==> src/design/port_ctrl_pkg.sv <==
package port_ctrl_pkg;
   // ---------------------------------------------------------------
   // port count and timing
   // ---------------------------------------------------------------
   localparam int          PORT_COUNT      = 4;   // downstream ports
   localparam int          CLK_HZ          = 20_000_000; // core clock
   localparam int          BLINK_HALF_MS   = 250; // half blink period
   // cycles per blink half period, rounded down (shortest time)
   localparam int          BLINK_HALF_CYC  = CLK_HZ / 1000 * BLINK_HALF_MS;
   localparam int          FILT_W          = 16;  // filter count width

   // ---------------------------------------------------------------
   // configuration register layout and offsets
   // ---------------------------------------------------------------
   localparam logic [3:0]  ADDR_CONFIG     = 4'h0; // configuration
   localparam logic [3:0]  ADDR_FILTER     = 4'h1; // filter count
   localparam logic [3:0]  ADDR_PORT_CTRL  = 4'h2; // per port control
   localparam logic [3:0]  ADDR_LED_MANUAL = 4'h3; // manual led codes
   localparam logic [3:0]  ADDR_STATUS     = 4'h4; // sticky events
   localparam logic [3:0]  ADDR_MASK       = 4'h5; // event mask
   localparam logic [3:0]  ADDR_LIVE       = 4'h6; // live port faults
   localparam int          CFG_SENSE_GANG  = 2;   // sensing arrangement
   localparam int          CFG_SWITCH_GANG = 1;   // switching arrangement
   localparam int          CFG_IND_PRESENT = 6;   // indicators present
   localparam int          CFG_MANUAL_MODE = 8;   // manual indicator mode
   localparam logic [15:0] CONFIG_RESET    = 16'h0000;
   localparam logic [15:0] FILTER_RESET    = 16'h0000;

   // ---------------------------------------------------------------
   // types
   // ---------------------------------------------------------------
   // manual indicator commands
   typedef enum logic [2:0] {
      LED_OFF        = 3'b000,
      LED_AMBER      = 3'b001,
      LED_GREEN      = 3'b010,
      LED_BLINK_GRN  = 3'b011,
      LED_BLINK_AMB  = 3'b100
   } led_cmd_type;

   // hub-side port state as seen by the indicator logic
   typedef enum logic [2:0] {
      PS_DISCONNECTED = 3'b000,
      PS_DISABLED     = 3'b001,
      PS_ENABLED      = 3'b010,
      PS_TRANSMIT     = 3'b011,
      PS_TRANSMIT_RES = 3'b100,
      PS_OTHER_QUIET  = 3'b101
   } port_state_type;

   // register bus request
   typedef struct packed {
      logic [3:0]  addr;
      logic [15:0] wdata;
      logic        wr;
      logic        rd;
   } reg_req_type;

   // lamp pair per port
   typedef struct packed {
      logic green;
      logic amber;
   } lamp_type;
endpackage : port_ctrl_pkg

==> src/design/port_power_indicator_ctrl.sv <==
`timescale 1ns/100ps
// Functional notes
// - one switch output and sense input per port
// - ganged or per-port power and sensing
// - sense must persist beyond filter, then trip
// - active-low switch enable drives port power
// - port status changes reported via interrupt
// - green and amber output per port
// - automatic and manual modes, automatic at reset
// - auto amber on overload, otherwise off states
// - auto green when enabled or transmitting
// - host commands manual indicator state, held
// - manual off, amber, green, blink green, blink amber
// - indicators selectable, absent reported when off
// - config bit 2 selects ganged sensing
// - config bit 1 selects ganged switching
// - config bit 6 says indicators present
module port_power_indicator_ctrl
   import port_ctrl_pkg::*;
#(
   parameter int PORTS      = PORT_COUNT,
   parameter int BLINK_HALF = BLINK_HALF_CYC
) (
   // clock and reset
   input  wire logic              clk_i,
   input  wire logic              rstn_i,
   // register port
   input  wire logic [3:0]        reg_addr_i,
   input  wire logic [15:0]       reg_wdata_i,
   input  wire logic              reg_wr_i,
   input  wire logic              reg_rd_i,
   output logic      [15:0]       reg_rdata_o,
   // hub port state, three bits per port
   input  wire logic [3*PORTS-1:0] port_state_i,
   // external power switches and monitors
   input  wire logic [PORTS-1:0]  port_overload_in_n,
   output logic      [PORTS-1:0]  port_power_switch_n,
   // indicators
   output logic      [PORTS-1:0]  led_green_o,
   output logic      [PORTS-1:0]  led_amber_o,
   // status change interrupt
   output logic                   irq_o
);
   // refuse port counts that the register fields cannot hold
   if (PORTS < 1 || PORTS > 4) begin : g_bad_ports
      $error("ports must be 1 to 4");
   end

   // ---------------------------------------------------------------
   // state record
   // ---------------------------------------------------------------
   typedef struct packed {
      logic [15:0]        config_r;   // arrangement and mode bits
      logic [15:0]        filter;     // over-current filter count
      logic [PORTS-1:0]   power_on;   // host power request per port
      logic [3*PORTS-1:0] manual;     // manual led codes
      logic [PORTS-1:0]   status;     // sticky change events
      logic [PORTS-1:0]   mask;       // event enable
      logic [PORTS-1:0]   fault_prev; // for change detection
      logic [PORTS-1:0]   switch_n;   // switch outputs
      logic [PORTS-1:0]   green;      // green outputs
      logic [PORTS-1:0]   amber;      // amber outputs
      logic [15:0]        rdata;      // read data register
   } ctrl_state_type;

   ctrl_state_type st_q;   // registered state
   ctrl_state_type st_d;   // next state

   reg_req_type    req;    // bundled bus request
   assign req = '{addr: reg_addr_i, wdata: reg_wdata_i,
                  wr: reg_wr_i, rd: reg_rd_i};

   // ---------------------------------------------------------------
   // over-current filtering
   // ---------------------------------------------------------------
   logic [PORTS-1:0] raw_fault;    // filtered per input
   logic [PORTS-1:0] port_fault;   // fault as applied to ports
   logic             gang_sense;   // shared sense selected
   logic             gang_switch;  // shared switch selected
   logic             blink;        // blink phase

   assign gang_sense  = st_q.config_r[CFG_SENSE_GANG];
   assign gang_switch = st_q.config_r[CFG_SWITCH_GANG];

   // one filter per sense input; inputs are active low
   // count restarts on any released sample, so chatter never trips
   generate
      for (genvar p = 0; p < PORTS; p++) begin : g_filt
         overload_filter #(
            .W (FILT_W)
         ) u_filt (
            .clk_i   (clk_i),
            .rstn_i  (rstn_i),
            .sense_i (~port_overload_in_n[p]),
            .limit_i (st_q.filter),
            .fault_o (raw_fault[p])
         );
      end
   endgenerate

   // ganged mode uses the first input for every port
   // the other sense inputs are then ignored
   assign port_fault = gang_sense ? {PORTS{raw_fault[0]}}
                                  : raw_fault;

   blink_timer #(
      .HALF (BLINK_HALF)
   ) u_blink (
      .clk_i   (clk_i),
      .rstn_i  (rstn_i),
      .phase_o (blink)
   );

   // ---------------------------------------------------------------
   // next state
   // ---------------------------------------------------------------
   always_comb begin
      logic [PORTS-1:0] events;   // newly changed faults
      logic             any_on;   // ganged power request
      logic             any_f;    // any fault present
      port_state_type   ps;       // one port state
      led_cmd_type      cmd;      // one manual code
      events = '0;
      any_on = 1'b0;
      any_f  = 1'b0;
      ps     = PS_DISCONNECTED;
      cmd    = LED_OFF;
      st_d   = st_q;

      // register writes
      if (req.wr) begin
         case (req.addr)
            ADDR_CONFIG:     st_d.config_r = req.wdata;
            ADDR_FILTER:     st_d.filter   = req.wdata;
            ADDR_PORT_CTRL:  st_d.power_on = req.wdata[PORTS-1:0];
            ADDR_LED_MANUAL: st_d.manual   = req.wdata[3*PORTS-1:0];
            ADDR_MASK:       st_d.mask     = req.wdata[PORTS-1:0];
            default: ;
         endcase
      end

      // register reads, data valid next cycle only
      st_d.rdata = '0;
      if (req.rd) begin
         case (req.addr)
            ADDR_CONFIG: begin
               st_d.rdata = st_q.config_r;
               // without indicators the present bit reads back low
               st_d.rdata[CFG_IND_PRESENT] =
                  st_q.config_r[CFG_IND_PRESENT];
            end
            ADDR_FILTER:     st_d.rdata = st_q.filter;
            ADDR_PORT_CTRL:  st_d.rdata[PORTS-1:0] = st_q.power_on;
            ADDR_LED_MANUAL: st_d.rdata[3*PORTS-1:0] = st_q.manual;
            ADDR_STATUS:     st_d.rdata[PORTS-1:0] = st_q.status;
            ADDR_MASK:       st_d.rdata[PORTS-1:0] = st_q.mask;
            ADDR_LIVE:       st_d.rdata[PORTS-1:0] = port_fault;
            default:         st_d.rdata = '0;
         endcase
      end

      // change events: a read clears status, new events win
      events = port_fault ^ st_q.fault_prev;
      st_d.fault_prev = port_fault;
      if (req.rd && req.addr == ADDR_STATUS) begin
         st_d.status = '0;
      end
      st_d.status = st_d.status | events;

      // power switch drive, active low
      // a fault beats the request; power returns once sense clears
      any_on = |st_q.power_on;
      any_f  = |port_fault;
      for (int p = 0; p < PORTS; p++) begin
         if (gang_switch) begin
            st_d.switch_n[p] = ~(any_on & ~any_f);
         end else begin
            st_d.switch_n[p] = ~(st_q.power_on[p]
                                 & ~port_fault[p]);
         end
      end

      // indicators
      // one shared blink phase keeps all blinking lamps in step
      for (int p = 0; p < PORTS; p++) begin
         ps  = port_state_type'(port_state_i[3*p +: 3]);
         cmd = led_cmd_type'(st_q.manual[3*p +: 3]);
         st_d.green[p] = 1'b0;
         st_d.amber[p] = 1'b0;
         if (!st_q.config_r[CFG_IND_PRESENT]) begin
            // no lamps fitted: keep both dark
            st_d.green[p] = 1'b0;
         end else if (!st_q.config_r[CFG_MANUAL_MODE]) begin
            // automatic mode, default after reset
            if (port_fault[p]) begin
               st_d.amber[p] = 1'b1;
            end else begin
               case (ps)
                  PS_ENABLED,
                  PS_TRANSMIT,
                  PS_TRANSMIT_RES: st_d.green[p] = 1'b1;
                  default:         st_d.green[p] = 1'b0;
               endcase
            end
         end else begin
            case (cmd)
               LED_OFF:       st_d.green[p] = 1'b0;
               LED_AMBER:     st_d.amber[p] = 1'b1;
               LED_GREEN:     st_d.green[p] = 1'b1;
               LED_BLINK_GRN: st_d.green[p] = blink;
               LED_BLINK_AMB: st_d.amber[p] = blink;
               default:       st_d.green[p] = 1'b0;
            endcase
         end
      end
   end

   // ---------------------------------------------------------------
   // state register
   // ---------------------------------------------------------------
   always_ff @(posedge clk_i) begin
      if (!rstn_i) begin
         st_q          <= '0;
         st_q.config_r <= CONFIG_RESET;
         st_q.filter   <= FILTER_RESET;
         st_q.switch_n <= '1;   // power off until requested
      end else begin
         st_q <= st_d;
      end
   end

   // ---------------------------------------------------------------
   // outputs
   // ---------------------------------------------------------------
   assign reg_rdata_o         = st_q.rdata;
   assign port_power_switch_n = st_q.switch_n;
   assign led_green_o         = st_q.green;
   assign led_amber_o         = st_q.amber;
   assign irq_o               = |(st_q.status & st_q.mask);

   // ---------------------------------------------------------------
   // checks
   // ---------------------------------------------------------------
   // tripped port loses power next edge
   a_trip_power: assert property (@(posedge clk_i) disable iff (!rstn_i)
      (port_fault[0] && !gang_switch) |=> port_power_switch_n[0])
      else $error("faulted port still powered");

   // shared sense reaches every port at once
   a_gang_trip: assert property (@(posedge clk_i) disable iff (!rstn_i)
      (gang_sense && raw_fault[0]) |-> &port_fault)
      else $error("ganged fault not on all ports");

   // last port shows amber on overload
   a_auto_amber: assert property (@(posedge clk_i) disable iff (!rstn_i)
      (port_fault[PORTS-1] && st_q.config_r[CFG_IND_PRESENT]
       && !st_q.config_r[CFG_MANUAL_MODE]) |=> led_amber_o[PORTS-1])
      else $error("auto amber missing");

   // no lamps fitted, both colours dark
   a_no_lamps: assert property (@(posedge clk_i) disable iff (!rstn_i)
      !st_q.config_r[CFG_IND_PRESENT] |=> (led_green_o == '0
                                           && led_amber_o == '0))
      else $error("lamp lit without indicators");

   // every fault change leaves a sticky bit
   a_event_sticky: assert property (@(posedge clk_i)
      disable iff (!rstn_i)
      $changed(port_fault) |=> (st_q.status != '0))
      else $error("change not recorded");

   // status read with no new change empties status
   a_read_clear: assert property (@(posedge clk_i)
      disable iff (!rstn_i)
      (reg_rd_i && reg_addr_i == ADDR_STATUS && !$changed(port_fault))
      |=> (st_q.status == '0))
      else $error("status not cleared by read");

   // level interrupt while unmasked status set
   a_irq_level: assert property (@(posedge clk_i) disable iff (!rstn_i)
      (st_q.status & st_q.mask) != '0 |-> irq_o)
      else $error("irq not raised");

   // requested healthy port is powered next edge
   a_power_on: assert property (@(posedge clk_i) disable iff (!rstn_i)
      (!gang_switch && st_q.power_on[0] && !port_fault[0])
      |=> !port_power_switch_n[0])
      else $error("requested port not powered");

   // ganged enables move as one
   a_gang_switch: assert property (@(posedge clk_i)
      disable iff (!rstn_i)
      gang_switch |=> (port_power_switch_n == '0
                       || port_power_switch_n == '1))
      else $error("ganged switches disagree");

   // automatic green for an enabled port
   a_auto_green: assert property (@(posedge clk_i)
      disable iff (!rstn_i)
      (st_q.config_r[CFG_IND_PRESENT] && !st_q.config_r[CFG_MANUAL_MODE]
       && !port_fault[0] && port_state_i[2:0] == PS_ENABLED)
      |=> led_green_o[0])
      else $error("auto green missing");

   // commanded green is held
   a_manual_green: assert property (@(posedge clk_i)
      disable iff (!rstn_i)
      (st_q.config_r[CFG_MANUAL_MODE] && st_q.config_r[CFG_IND_PRESENT]
       && st_q.manual[2:0] == LED_GREEN) |=> led_green_o[0])
      else $error("manual green missing");

   // blinking amber follows the phase one edge later
   a_blink_amber: assert property (@(posedge clk_i)
      disable iff (!rstn_i)
      (st_q.config_r[CFG_MANUAL_MODE] && st_q.config_r[CFG_IND_PRESENT]
       && st_q.manual[3*(PORTS-1) +: 3] == LED_BLINK_AMB)
      |=> (led_amber_o[PORTS-1] == $past(blink)))
      else $error("blink amber off phase");

   // config reads back one cycle later
   a_read_latency: assert property (@(posedge clk_i)
      disable iff (!rstn_i)
      (reg_rd_i && reg_addr_i == ADDR_CONFIG) |=>
         reg_rdata_o == $past(st_q.config_r))
      else $error("config read mismatch");

   // ---------------------------------------------------------------
   // scenario covers
   // ---------------------------------------------------------------
   c_trip: cover property (@(posedge clk_i) disable iff (!rstn_i)
      $rose(port_fault[0]));

   c_blink: cover property (@(posedge clk_i) disable iff (!rstn_i)
      $rose(led_green_o[PORTS-1]) && st_q.config_r[CFG_MANUAL_MODE]);

   c_irq: cover property (@(posedge clk_i) disable iff (!rstn_i)
      $rose(irq_o));

   c_gang: cover property (@(posedge clk_i) disable iff (!rstn_i)
      gang_sense && $rose(raw_fault[0]));
endmodule // port_power_indicator_ctrl

==> src/design/overload_filter.sv <==
`timescale 1ns/100ps
// one-port debounce: flags once input held longer than the limit
module overload_filter
   import port_ctrl_pkg::*;
#(
   parameter int W = FILT_W
) (
   // clock and reset
   input  wire logic         clk_i,
   input  wire logic         rstn_i,
   // sense and limit
   input  wire logic         sense_i,   // asserted high here
   input  wire logic [W-1:0] limit_i,   // filter count
   // result
   output logic              fault_o    // held condition
);
   if (W < 2) begin : g_bad_width
      $error("filter width too small");
   end

   // ---------------------------------------------------------------
   // state
   // ---------------------------------------------------------------
   typedef struct packed {
      logic [W-1:0] cnt;
      logic         fault;
   } filt_state_type;

   filt_state_type st_q;   // registered state
   filt_state_type st_d;   // next state

   // count while asserted; fault only past the limit
   always_comb begin
      st_d = st_q;
      if (!sense_i) begin
         // glitch shorter than the limit is forgotten
         st_d.cnt   = '0;
         st_d.fault = 1'b0;
      end else if (st_q.cnt > limit_i) begin
         st_d.fault = 1'b1;
      end else begin
         st_d.cnt = st_q.cnt + W'(1);
      end
   end

   // register the state
   always_ff @(posedge clk_i) begin
      if (!rstn_i) begin
         st_q <= '0;
      end else begin
         st_q <= st_d;
      end
   end

   assign fault_o = st_q.fault;

   a_filter_glitch: assert property (@(posedge clk_i) disable iff (!rstn_i)
      !sense_i |=> !fault_o) else $error("fault without sense");
endmodule // overload_filter

==> src/design/blink_timer.sv <==
`timescale 1ns/100ps
// free running square wave for blinking indicators
module blink_timer
   import port_ctrl_pkg::*;
#(
   parameter int HALF = BLINK_HALF_CYC
) (
   // clock and reset
   input  wire logic clk_i,
   input  wire logic rstn_i,
   // phase output
   output logic      phase_o    // high half of blink
);
   if (HALF < 1) begin : g_bad_half
      $error("blink half period too short");
   end

   localparam int CW = $clog2(HALF + 1);

   typedef struct packed {
      logic [CW-1:0] cnt;
      logic          phase;
   } blink_state_type;

   blink_state_type st_q;   // registered state
   blink_state_type st_d;   // next state

   // equal on and off halves
   always_comb begin
      st_d = st_q;
      if (st_q.cnt == CW'(HALF - 1)) begin
         st_d.cnt   = '0;
         st_d.phase = ~st_q.phase;
      end else begin
         st_d.cnt = st_q.cnt + CW'(1);
      end
   end

   // register the state
   always_ff @(posedge clk_i) begin
      if (!rstn_i) begin
         st_q <= '0;
      end else begin
         st_q <= st_d;
      end
   end

   assign phase_o = st_q.phase;
endmodule // blink_timer

==> config.mk <==
export PLATFORM = sky130hd
export DESIGN_NAME = port_power_indicator_ctrl
export DESIGN_NICKNAME = d
export VERILOG_FILES = /design/src/design/port_ctrl_pkg.sv /design/src/design/port_power_indicator_ctrl.sv /design/src/design/overload_filter.sv /design/src/design/blink_timer.sv
export SDC_FILE = /design/constraint.sdc
export NUM_CORES = 1
export LEC_CHECK = 0
export BUFFER_PORTS_ARGS = -buffer_cell sky130_fd_sc_hd__buf_2
export CAP_MARGIN = 10
export CORE_MARGIN = 5
export CORE_UTILIZATION = 47
export CTS_BUF_LIST = sky130_fd_sc_hd__clkbuf_8
export DETAILED_ROUTE_END_ITERATION = 10
export SKIP_LAST_GASP = 1
export SLEW_MARGIN = 20
export SYNTH_ARGS = -nofsm -noshare
export SYNTH_HDL_FRONTEND = slang
export SYNTH_SLANG_ARGS = --single-unit
==> constraint.sdc <==
create_clock -name clk_i -period 2.6 [get_ports clk_i]
set_input_delay 0.26 -clock clk_i [delete_from_list [all_inputs] [get_ports clk_i]]
set_output_delay 0.26 -clock clk_i [all_outputs]
set_load 0.1 [all_outputs]
==> metrics list, run 1 <==
* Fraction of the cycle the final worst path needs: 98.8%
* CP Data Arrival Time: 2.90 ns
* Clock Latency Late Sink: around 0.46 ns
- Total Die Area: 23,400 sq um
* Max IR drop VDD: 310 uV
- Setup total negative slack on the finished layout was measured at 0 ns.
- Headroom to the max-slew limit: between 40% and 50%
- Detailed Route Iter0 Violations: 495
- The clock passes through at most 2 buffers.
* Static Leakage: between 4 and 5 nW
- After floorplanning, the core was divided into 52 placement rows.
* Detailed-route via count: 7,961
- In this run, the clock network consumes 33.7% of the power.
- Critical Path Sink Type: flop
- Net switching power: 1.55 mW
* Status: completed
- Buffer type at the clock tree root: sky130_fd_sc_hd__clkbuf_8
- Yosys mapped a number of flops with a built-in enable equal to 0.
- The path class of the tightest hold or removal check is in -> reg.
- The first detailed-routing pass took 5 iterations.
- Worst-path clk slew: 0.10 ns
- The count of final max-slew check failures is 0.
- Once the floorplan was initialized, standard cells occupied 47.7% of the core.
- In this run, CTS created clock tree buffers numbering 17.
* Boundary pin count: 69
* Part of the Yosys area used for sequential elements: about 37%
- In this run the remaining antenna-violating nets after routing total 0.
- Overall overflow remaining after global route: 0
- After filler insertion, the fill cell instance count of the layout stands at ~1,900.
* Mean area per synthesized cell: 8.47 sq um
- Most used flip-flop cell after synthesis: sky130_fd_sc_hd__dfxtp_1
- Entering global routing, the biggest net connects 47 pins.
- Input and output buffers added on the ports amount to a little under 70.
- Summed over all layers, the routed wires come to 24.0 mm.
- Number of distinct standard cells referenced by the synthesized netlist: between 50 and 60
* Height of the chip: 153 microns
- Cell-internal power: 4.01 mW
- Once placement finished, the instance area stood at 10,100 sq um.
- By startpoint and endpoint, the worst setup path is classified as reg -> reg.
* Ranking of synthesized cells by area: sky130_fd_sc_hd__dfxtp_1 37%, sky130_fd_sc_hd__ha_1 9.0%, sky130_fd_sc_hd__nand2_1 6.5%, sky130_fd_sc_hd__a21oi_1 4.1%, sky130_fd_sc_hd__nor2_1 3.7%
- FF-to-FF setup slack: 0.03 ns
* Vias per Instance: 5.41
- After synthesis, the share of flip-flops with an asynchronous set or reset is 0%.
- Area added between synthesis and finish: 13.0%
- Switching share of power: about 28%
- RSZ-0062 raised after global routing: true
- The final number of hold-violating endpoints was 0.
* Antenna diode count: 0
- NumNets Final: 1,299
- TritonCTS built the clock tree.
- For the worst setup path, the data required time is 2.93 ns.
- Post-Syn Area: 9610 sq um
- After detailed routing, the number of remaining DRC violations is 0.
- Static timing analysis puts the maximum clock frequency at about 0.39 GHz.
- By count the netlist is led by 180 x sky130_fd_sc_hd__dfxtp_1, 166 x sky130_fd_sc_hd__nand2_1, 95 x sky130_fd_sc_hd__nor2_1, 79 x sky130_fd_sc_hd__a21oi_1, 69 x sky130_fd_sc_hd__ha_1.
- The worst setup path is launched from a flop.
- Synthesis-stage register bit count: 180
- The number of antenna violations at the first check in global routing is 0.
* Number of warning messages in the yosys log: 0
- In this run the worst path has a maximum fanout of 5.
* First-pass GRT wire length: 38.4 mm
- Areal power density over the cells: between 500 and 600 nW/um^2
- On the worst path, the slowest cell contributes a delay of 0.73 ns.
* Worst path cell trace: inv_2 -> ha_1 -> a21oi_1 -> nand2_1 -> a21oi_2 -> or4b_2 -> a2111oi_4 -> xnor2_1 -> nor2_1
- Routability cong.: 0.819
- For the final database, setup skew stands at 0.0172 ns.
- Worst Tran Pin Value: 0.793 ns
- At the end of the flow the core is filled with cells to roughly 54%.
* Share of the synthesized area in the top cell type: 37.5%
- Number of buffers inserted for hold repair after clock tree synthesis: 0
- Average detailed-routed wire length per instance: 16.3 microns
- Critical-path cell with the highest stage delay: sky130_fd_sc_hd__or4b_2
- For this run, the total global-route usage over all layers was measured as 19.8%.
- Of the cells placed in the final design, the portion with a size suffix greater than 1 is 17.2%.
- Endpoints failing setup: 0
- The share of total power dissipated in combinational logic is around 15%.
* CTS H-tree depth: 4
- Vias in the first global route: 7,237
* Half-perimeter wire length of the detailed placement result: 17.1 mm
* Fin crit period: roughly 2.6 ns
* Cells after synthesis: 1,135
- Die X-Extent: 153 microns
- Total chip power: between 5 and 6 mW
* Cell type contributing the most total cell area after synthesis: sky130_fd_sc_hd__dfxtp_1
- Total nets after synthesis: roughly 1,200
* Library cell with the highest instance count after synthesis: sky130_fd_sc_hd__dfxtp_1
- Max-cap violations: 0
* Core area: just over 20,000 sq um
* Final standard cell area without fillers: 10,900 sq um
- Clk sink count: 180
* Portion of total power attributed to sequential cells: 51.5%
## per-layer routing
metal / up-vias / routed length [microns] / GRT usage, % / share of wire, %
li1: 4091 / - / - / -
met1: 3710 / 12400 / 29.7 / 52
met3: 19 / 991 / 3.51 / 4.1
met4: 0 / 232 / 3.82 / 0.97
met2: 141 / 10300 / 29.8 / 43
met5: - / 0 / 0 / 0
## timing repair
item / CTS / global route
buffers inserted: 0 / 7
cloned: 0 / 5
endpoints found under the setup margin: 5 / 33
pin swaps: 0 / 21
resized for setup: 2 / 42
## sequential cells by signal, summed over array words and instances (netlist names), 4 cells and up
| register | count |
|---|---|
| led_amber_o | 4 |
| reg_rdata_o | 16 |
| g_filt.u_filt.fault_o | 4 |
| port_power_switch_n | 4 |
| led_green_o | 4 |
| g_filt.u_filt.st_q | 64 |
| u_blink.st_q | 23 |
| st_q | 58 |
## power groups by stage
stage	Combinational (mW)	Sequential (mW)	Clock (mW)
4_1_cts	0.669	2.86	1.92
5_1_grt	0.897	2.87	2.03
6_report	0.825	2.86	1.87
2_1_floorplan	0.503	2.90	0
3_5_place_dp	0.666	2.92	0
3_3_place_gp	0.662	2.92	0
## worst max-delay path: cells and delay by family, from the launching register on
family	cells	cell delay (ns)
AOI/OAI and AO/OA	3	0.70
xor gates and xnor gates	1	0.15
adders and majority gates	1	0.31
buffers and inverters	1	0.06
DFF	1	0.35
and+or+nand+nor	3	0.86
## worst paths after layout
| check | start | endpoint | depth (start not counted) |
|---|---|---|---|
| hold reg to reg | st_q[83] | st_q[83] | 2 |
| setup / recovery | st_q[70] | g_filt[0].u_filt.st_q[14] | 9 |
| hold / removal | reg_wdata_i[14] | st_q[70] | 3 |
| setup reg to reg | st_q[70] | g_filt[0].u_filt.st_q[14] | 9 |
## per-stage QoR
step / cells / hold WS, ns / worst slack [ns]
final: 1471 / 0.0713 / 0.0305
after global routing: 1471 / 0.0644 / -0.0472
after CTS: 1459 / 0.0543 / 0.00942
after detailed placement: 1429 / 0.457 / -0.00759
after global placement: 1429 / 0.449 / 0.0645
after floorplan: 1135 / 0.405 / 0.291
## cells in the final DEF, fill, tap and decap left out, types with 7 or more instances in the layout
cell                       netlist  final
sky130_fd_sc_hd__dfxtp_1       180    171
sky130_fd_sc_hd__nand2_1       166    166
sky130_fd_sc_hd__nor2_1         95     95
sky130_fd_sc_hd__a21oi_1        79     74
sky130_fd_sc_hd__buf_2           2     68
sky130_fd_sc_hd__ha_1           69     62
sky130_fd_sc_hd__a21boi_0       47     47
sky130_fd_sc_hd__buf_4          30     39
sky130_fd_sc_hd__o21ai_0        37     37
sky130_fd_sc_hd__nand3_1        34     34
sky130_fd_sc_hd__mux2i_1        31     31
sky130_fd_sc_hd__nand4_1        29     29
sky130_fd_sc_hd__nor2b_1        26     26
sky130_fd_sc_hd__or3_1          22     22
sky130_fd_sc_hd__xnor2_1        22     22
sky130_fd_sc_hd__clkbuf_8        0     20
sky130_fd_sc_hd__xor2_1         19     19
sky130_fd_sc_hd__inv_1          27     16
sky130_fd_sc_hd__o31ai_1        15     15
sky130_fd_sc_hd__nand2b_1       14     14
sky130_fd_sc_hd__a22oi_1        12     12
sky130_fd_sc_hd__or4_1          15     12
sky130_fd_sc_hd__and3_1         11     11
sky130_fd_sc_hd__inv_2           0     10
sky130_fd_sc_hd__nand4b_1       10     10
sky130_fd_sc_hd__and2_1         10     10
sky130_fd_sc_hd__a21o_1         10     10
sky130_fd_sc_hd__dfxtp_2         0      9
sky130_fd_sc_hd__a21oi_2         3      8
sky130_fd_sc_hd__o21ai_1         8      8
sky130_fd_sc_hd__ha_4            0      7
## layout make-up
cell class	count	area (sq um)	area share, %
clock buffers	20	275	2.53
clock inverters	10	100	0.922
inverters	27	104	0.956
multi-input cells	851	5660	52.1
flip-flops and latches	180	3610	33.3
well taps	270	338	3.11
repair buffers	113	773	7.12
## logic make-up (layout without fill, tap and decap cells)
family,count (synthesis),count (layout),synth area share (%)
AND/OR/NAND/NOR,463,464,23.8
AO/OA/AOI/OAI,239,239,16.2
flip-flops,180,180,37.5
buffers and inverters,105,170,5.61
adder cells (fa/ha/maj),69,69,8.98
XOR/XNOR,41,41,3.74
multiplexers,38,38,4.16
Note: power is estimated with default switching activity, not from simulation.
==> run 2: changes to the inputs <==
--- a/config.mk
+++ b/config.mk
@@ -7,7 +7,7 @@
 export LEC_CHECK = 0
 export BUFFER_PORTS_ARGS = -buffer_cell sky130_fd_sc_hd__buf_2
 export CAP_MARGIN = 10
-export CORE_MARGIN = 5
+export CORE_MARGIN = 3
 export CORE_UTILIZATION = 47
 export CTS_BUF_LIST = sky130_fd_sc_hd__clkbuf_8
 export DETAILED_ROUTE_END_ITERATION = 10
==> constraint.sdc (replaced) <==
create_clock -name clk_i -period 2.6 [get_ports clk_i]
set_input_delay 0 -clock clk_i [delete_from_list [all_inputs] [get_ports clk_i]]
set_output_delay 0 -clock clk_i [all_outputs]
set_load 0.1 [all_outputs]
==> metrics list, run 2 (synthesis gave the netlist of run 1 again) <==
* Final ANT Viol Nets: 0 (unchanged)
* First-pass GRT wire length: 38.2 mm (-0.43%)
- Traced cell by cell, the critical path runs through inv_2 -> buf_4 -> ha_1 -> a21oi_2 -> o21ai_0 -> a21oi_1 -> nand3b_1 -> a2bb2oi_4 -> buf_12 -> or4_1 -> a21oi_1.
- Setup repair after global routing could not meet its margin everywhere.
* Fin crit period: 2.56 ns (-0.0105 ns)
* Number of buffers created by CTS: 17 (unchanged)
* Count of non-filler cells in the finished layout: 1,490 (+1.3%)
* Areal power density over the cells: 513 nW/um^2 (+0.28%)
- The total core area came to 19,800 sq um (-1.9%).
- Register with the most flip-flops: g_filt.u_filt.st_q
* Vias in the first global route: 7,367 (+1.8%)
* Die X-Extent: 149 microns (-2.6%)
- The routed via count divided by cell count came to 5.42 (+0.11%).
- Placed Cells: 1,428 (-0.070%)
- Detailed Route Iter0 Violations: 479 (-3.2%)
- The count of TritonRoute iterations in the first routing pass is 5 (unchanged).
- Max-cap violations: 0 (unchanged)
- The clock insertion delay at the later pin of the skew report is 0.47 ns (about the same).
- The clock slew at the register clock pins of the worst setup and hold paths came to 0.10 ns (about the same).
* Endpoints failing setup: 0 (unchanged)
- The remaining routing DRC violations is 0 (unchanged).
- CP most frequent cell: sky130_fd_sc_hd__a21oi_1
- The actual transition at the worst max-transition pin is 0.757 ns (-0.0360 ns).
- Pins Over Slew Limit: 0 (unchanged)
- Final setup skew: 0.0139 ns (-0.00337 ns)
* Effective utilization at floorplan: 48.6% (+0.93 points)
- Average detailed-routed wire length per instance: 16.2 microns (-0.59%)
- The final antenna diode count came to 0 (unchanged).
- The worst slew margin relative to its limit is 49.5% (+3.9 points).
* Aggregate routed wire length: 24.2 mm (+0.70%)
- The largest registers in the layout are g_filt.u_filt.st_q: 64 flops, st_q: 58 flops, u_blink.st_q: 23 flops.
- Top achievable clock speed: 0.391 GHz (+0.41%)
* Number of failing hold endpoints at the final stage: 0 (unchanged)
* Boundary pin count: 69 (unchanged)
* Largest net degree at the start of global routing: 35 (-26%)
* Count of input and output buffers: 68 (unchanged)
* Pre-CTS setup slack: 0.0241 ns (+0.0317 ns)
* Initial antenna violation count: 0 (unchanged)
- Crit-path max FO: 8 (+3)
- Final standard cell area without fillers: 11,000 sq um (+1.1%)
- The leakage power summed over all cells was 4.18 nW (+2.0%).
- Critical-path cell with the highest stage delay: sky130_fd_sc_hd__or4_1
* CP Data Arrival Time: 2.95 ns (+0.05 ns)
* Cell area reported after detailed placement: 10,200 sq um (+0.23%)
- Fraction of layout instances using a drive strength above 1: 15.2% (-2.1 points)
- NumNets Final: 1,321 (+1.7%)
- The endpoint required time on the critical path was 2.99 ns (+0.06 ns).
- Final core occ: 55.5% (+1.7 points)
* Clock tree from TritonCTS: yes
- The minimum hold slack was 0.0231 ns (-0.0482 ns).
- Area added between synthesis and finish: 14.2%
* Most common library cell in the layout ignoring fill and taps: sky130_fd_sc_hd__dfxtp_1
- Detailed-route via count: 8,073 (+1.4%)
* Routability cong.: 0.857 (+4.7%)
* Height of the chip: 149 microns (-2.6%)
- The sink count of the clock tree came to 180 (unchanged).
- Fraction of the cycle the final worst path needs: 98.4% (-0.41 points)
- Worst setup path category: reg -> reg
- Status: completed
- The placed wire-length estimate after detailed placement came to 16.9 mm (-0.74%).
- The global-route usage over all layers is 21.4% (+1.6 points).
- Critical Path Sink Type: flop
* Flip-flop count of the largest register after layout: 64 (unchanged)
- The setup slack of the critical path after layout is 0.0410 ns (+0.0105 ns).
* CTS H-tree depth: 4 (unchanged)
- Class of the most critical hold timing path: in -> reg
* Number of buffer and inverter stages on the critical path: 3 (+2)
- The remaining global-route overflow is 0 (unchanged).
- Maximum buffer depth of the clock tree: 2 (unchanged)
* Buffer type at the clock tree root: sky130_fd_sc_hd__clkbuf_8
* Largest stage delay on the critical path: 0.49 ns (-0.24 ns)
- Category of the worst setup path launch point: flop
- Most frequent cells in the layout: 179 x sky130_fd_sc_hd__dfxtp_1, 165 x sky130_fd_sc_hd__nand2_1, 95 x sky130_fd_sc_hd__nor2_1
- The maximum vdd drop was 267 uV (-14%).
* Number of placement rows: 51 (-1.9%)
- The cell family contributing the most delay on the critical path is compound AO/OA/AOI/OAI gates.
* Total Die Area: 22,200 sq um (-5.2%)
-- run 2: worst register-to-register path: cells and delay by family, from the launching register on --
family / cells / cell delay, ns
fa+ha+maj: 1 / 0.35
flops: 1 / 0.35
simple gates: 2 / 0.64
compound gates: 5 / 0.78
buf+inv: 3 / 0.37
-- run 2: report_power, final --
part / internal, mW / switching [mW] / total [mW]
Combinational: 0.352 / 0.445 / 0.797
Clock: 0.842 / 1.14 / 1.98
Sequential: 2.80 / 0.0520 / 2.86
Total: 4.00 / 1.64 / 5.63
-- run 2: per-layer routing --
metal | vias up | wire length, microns | track usage (%)
met4 | 0 | 199 | 4.85
met2 | 164 | 10900 | 34.7
met1 | 3750 | 12100 | 30.4
met3 | 19 | 992 | 3.04
met5 | - | 0 | 0
li1 | 4140 | - | -
-- run 2: final cells by class --
| class | count | area (sq um) |
|---|---|---|
| Fill cell | 1860 | 8800 |
| Multi-Input combinational cell | 851 | 5570 |
| Sequential cell | 180 | 3600 |
| Timing Repair Buffer | 135 | 967 |
| Tap cell | 265 | 332 |
| Clock buffer | 19 | 262 |
| Clock inverter | 13 | 143 |
| Inverter | 27 | 101 |
-- run 2: timing repair --
item | CTS | global route
setup endpoints to repair | 0 | 34
setup buffers | 0 | 2
hold buffers | 24 | 0
gates resized for setup | 0 | 23
hold endpoints to repair | 61 | 0
-- run 2: worst paths after layout --
check / startpoint / endpoint / slack, ns / cells past startpoint
setup / recovery: st_q[61] / g_filt[1].u_filt.st_q[14] / 0.04 / 11
hold / removal: port_overload_in_n[0] / g_filt[0].u_filt.st_q[16] / 0.02 / 5
setup reg to reg: st_q[61] / g_filt[1].u_filt.st_q[14] / 0.04 / 11
hold reg to reg: st_q[75] / st_q[75] / 0.47 / 2
-- run 2: per-stage QoR --
| stage | setup TNS [ns] | power [mW] |
|---|---|---|
| 2_1_floorplan | 0 | 3.40 |
| 3_3_place_gp | 0 | 3.58 |
| 3_5_place_dp | 0 | 3.59 |
| 4_1_cts | 0 | 5.58 |
| 5_1_grt | -0.542 | 5.87 |
| 6_report | 0 | 5.63 |
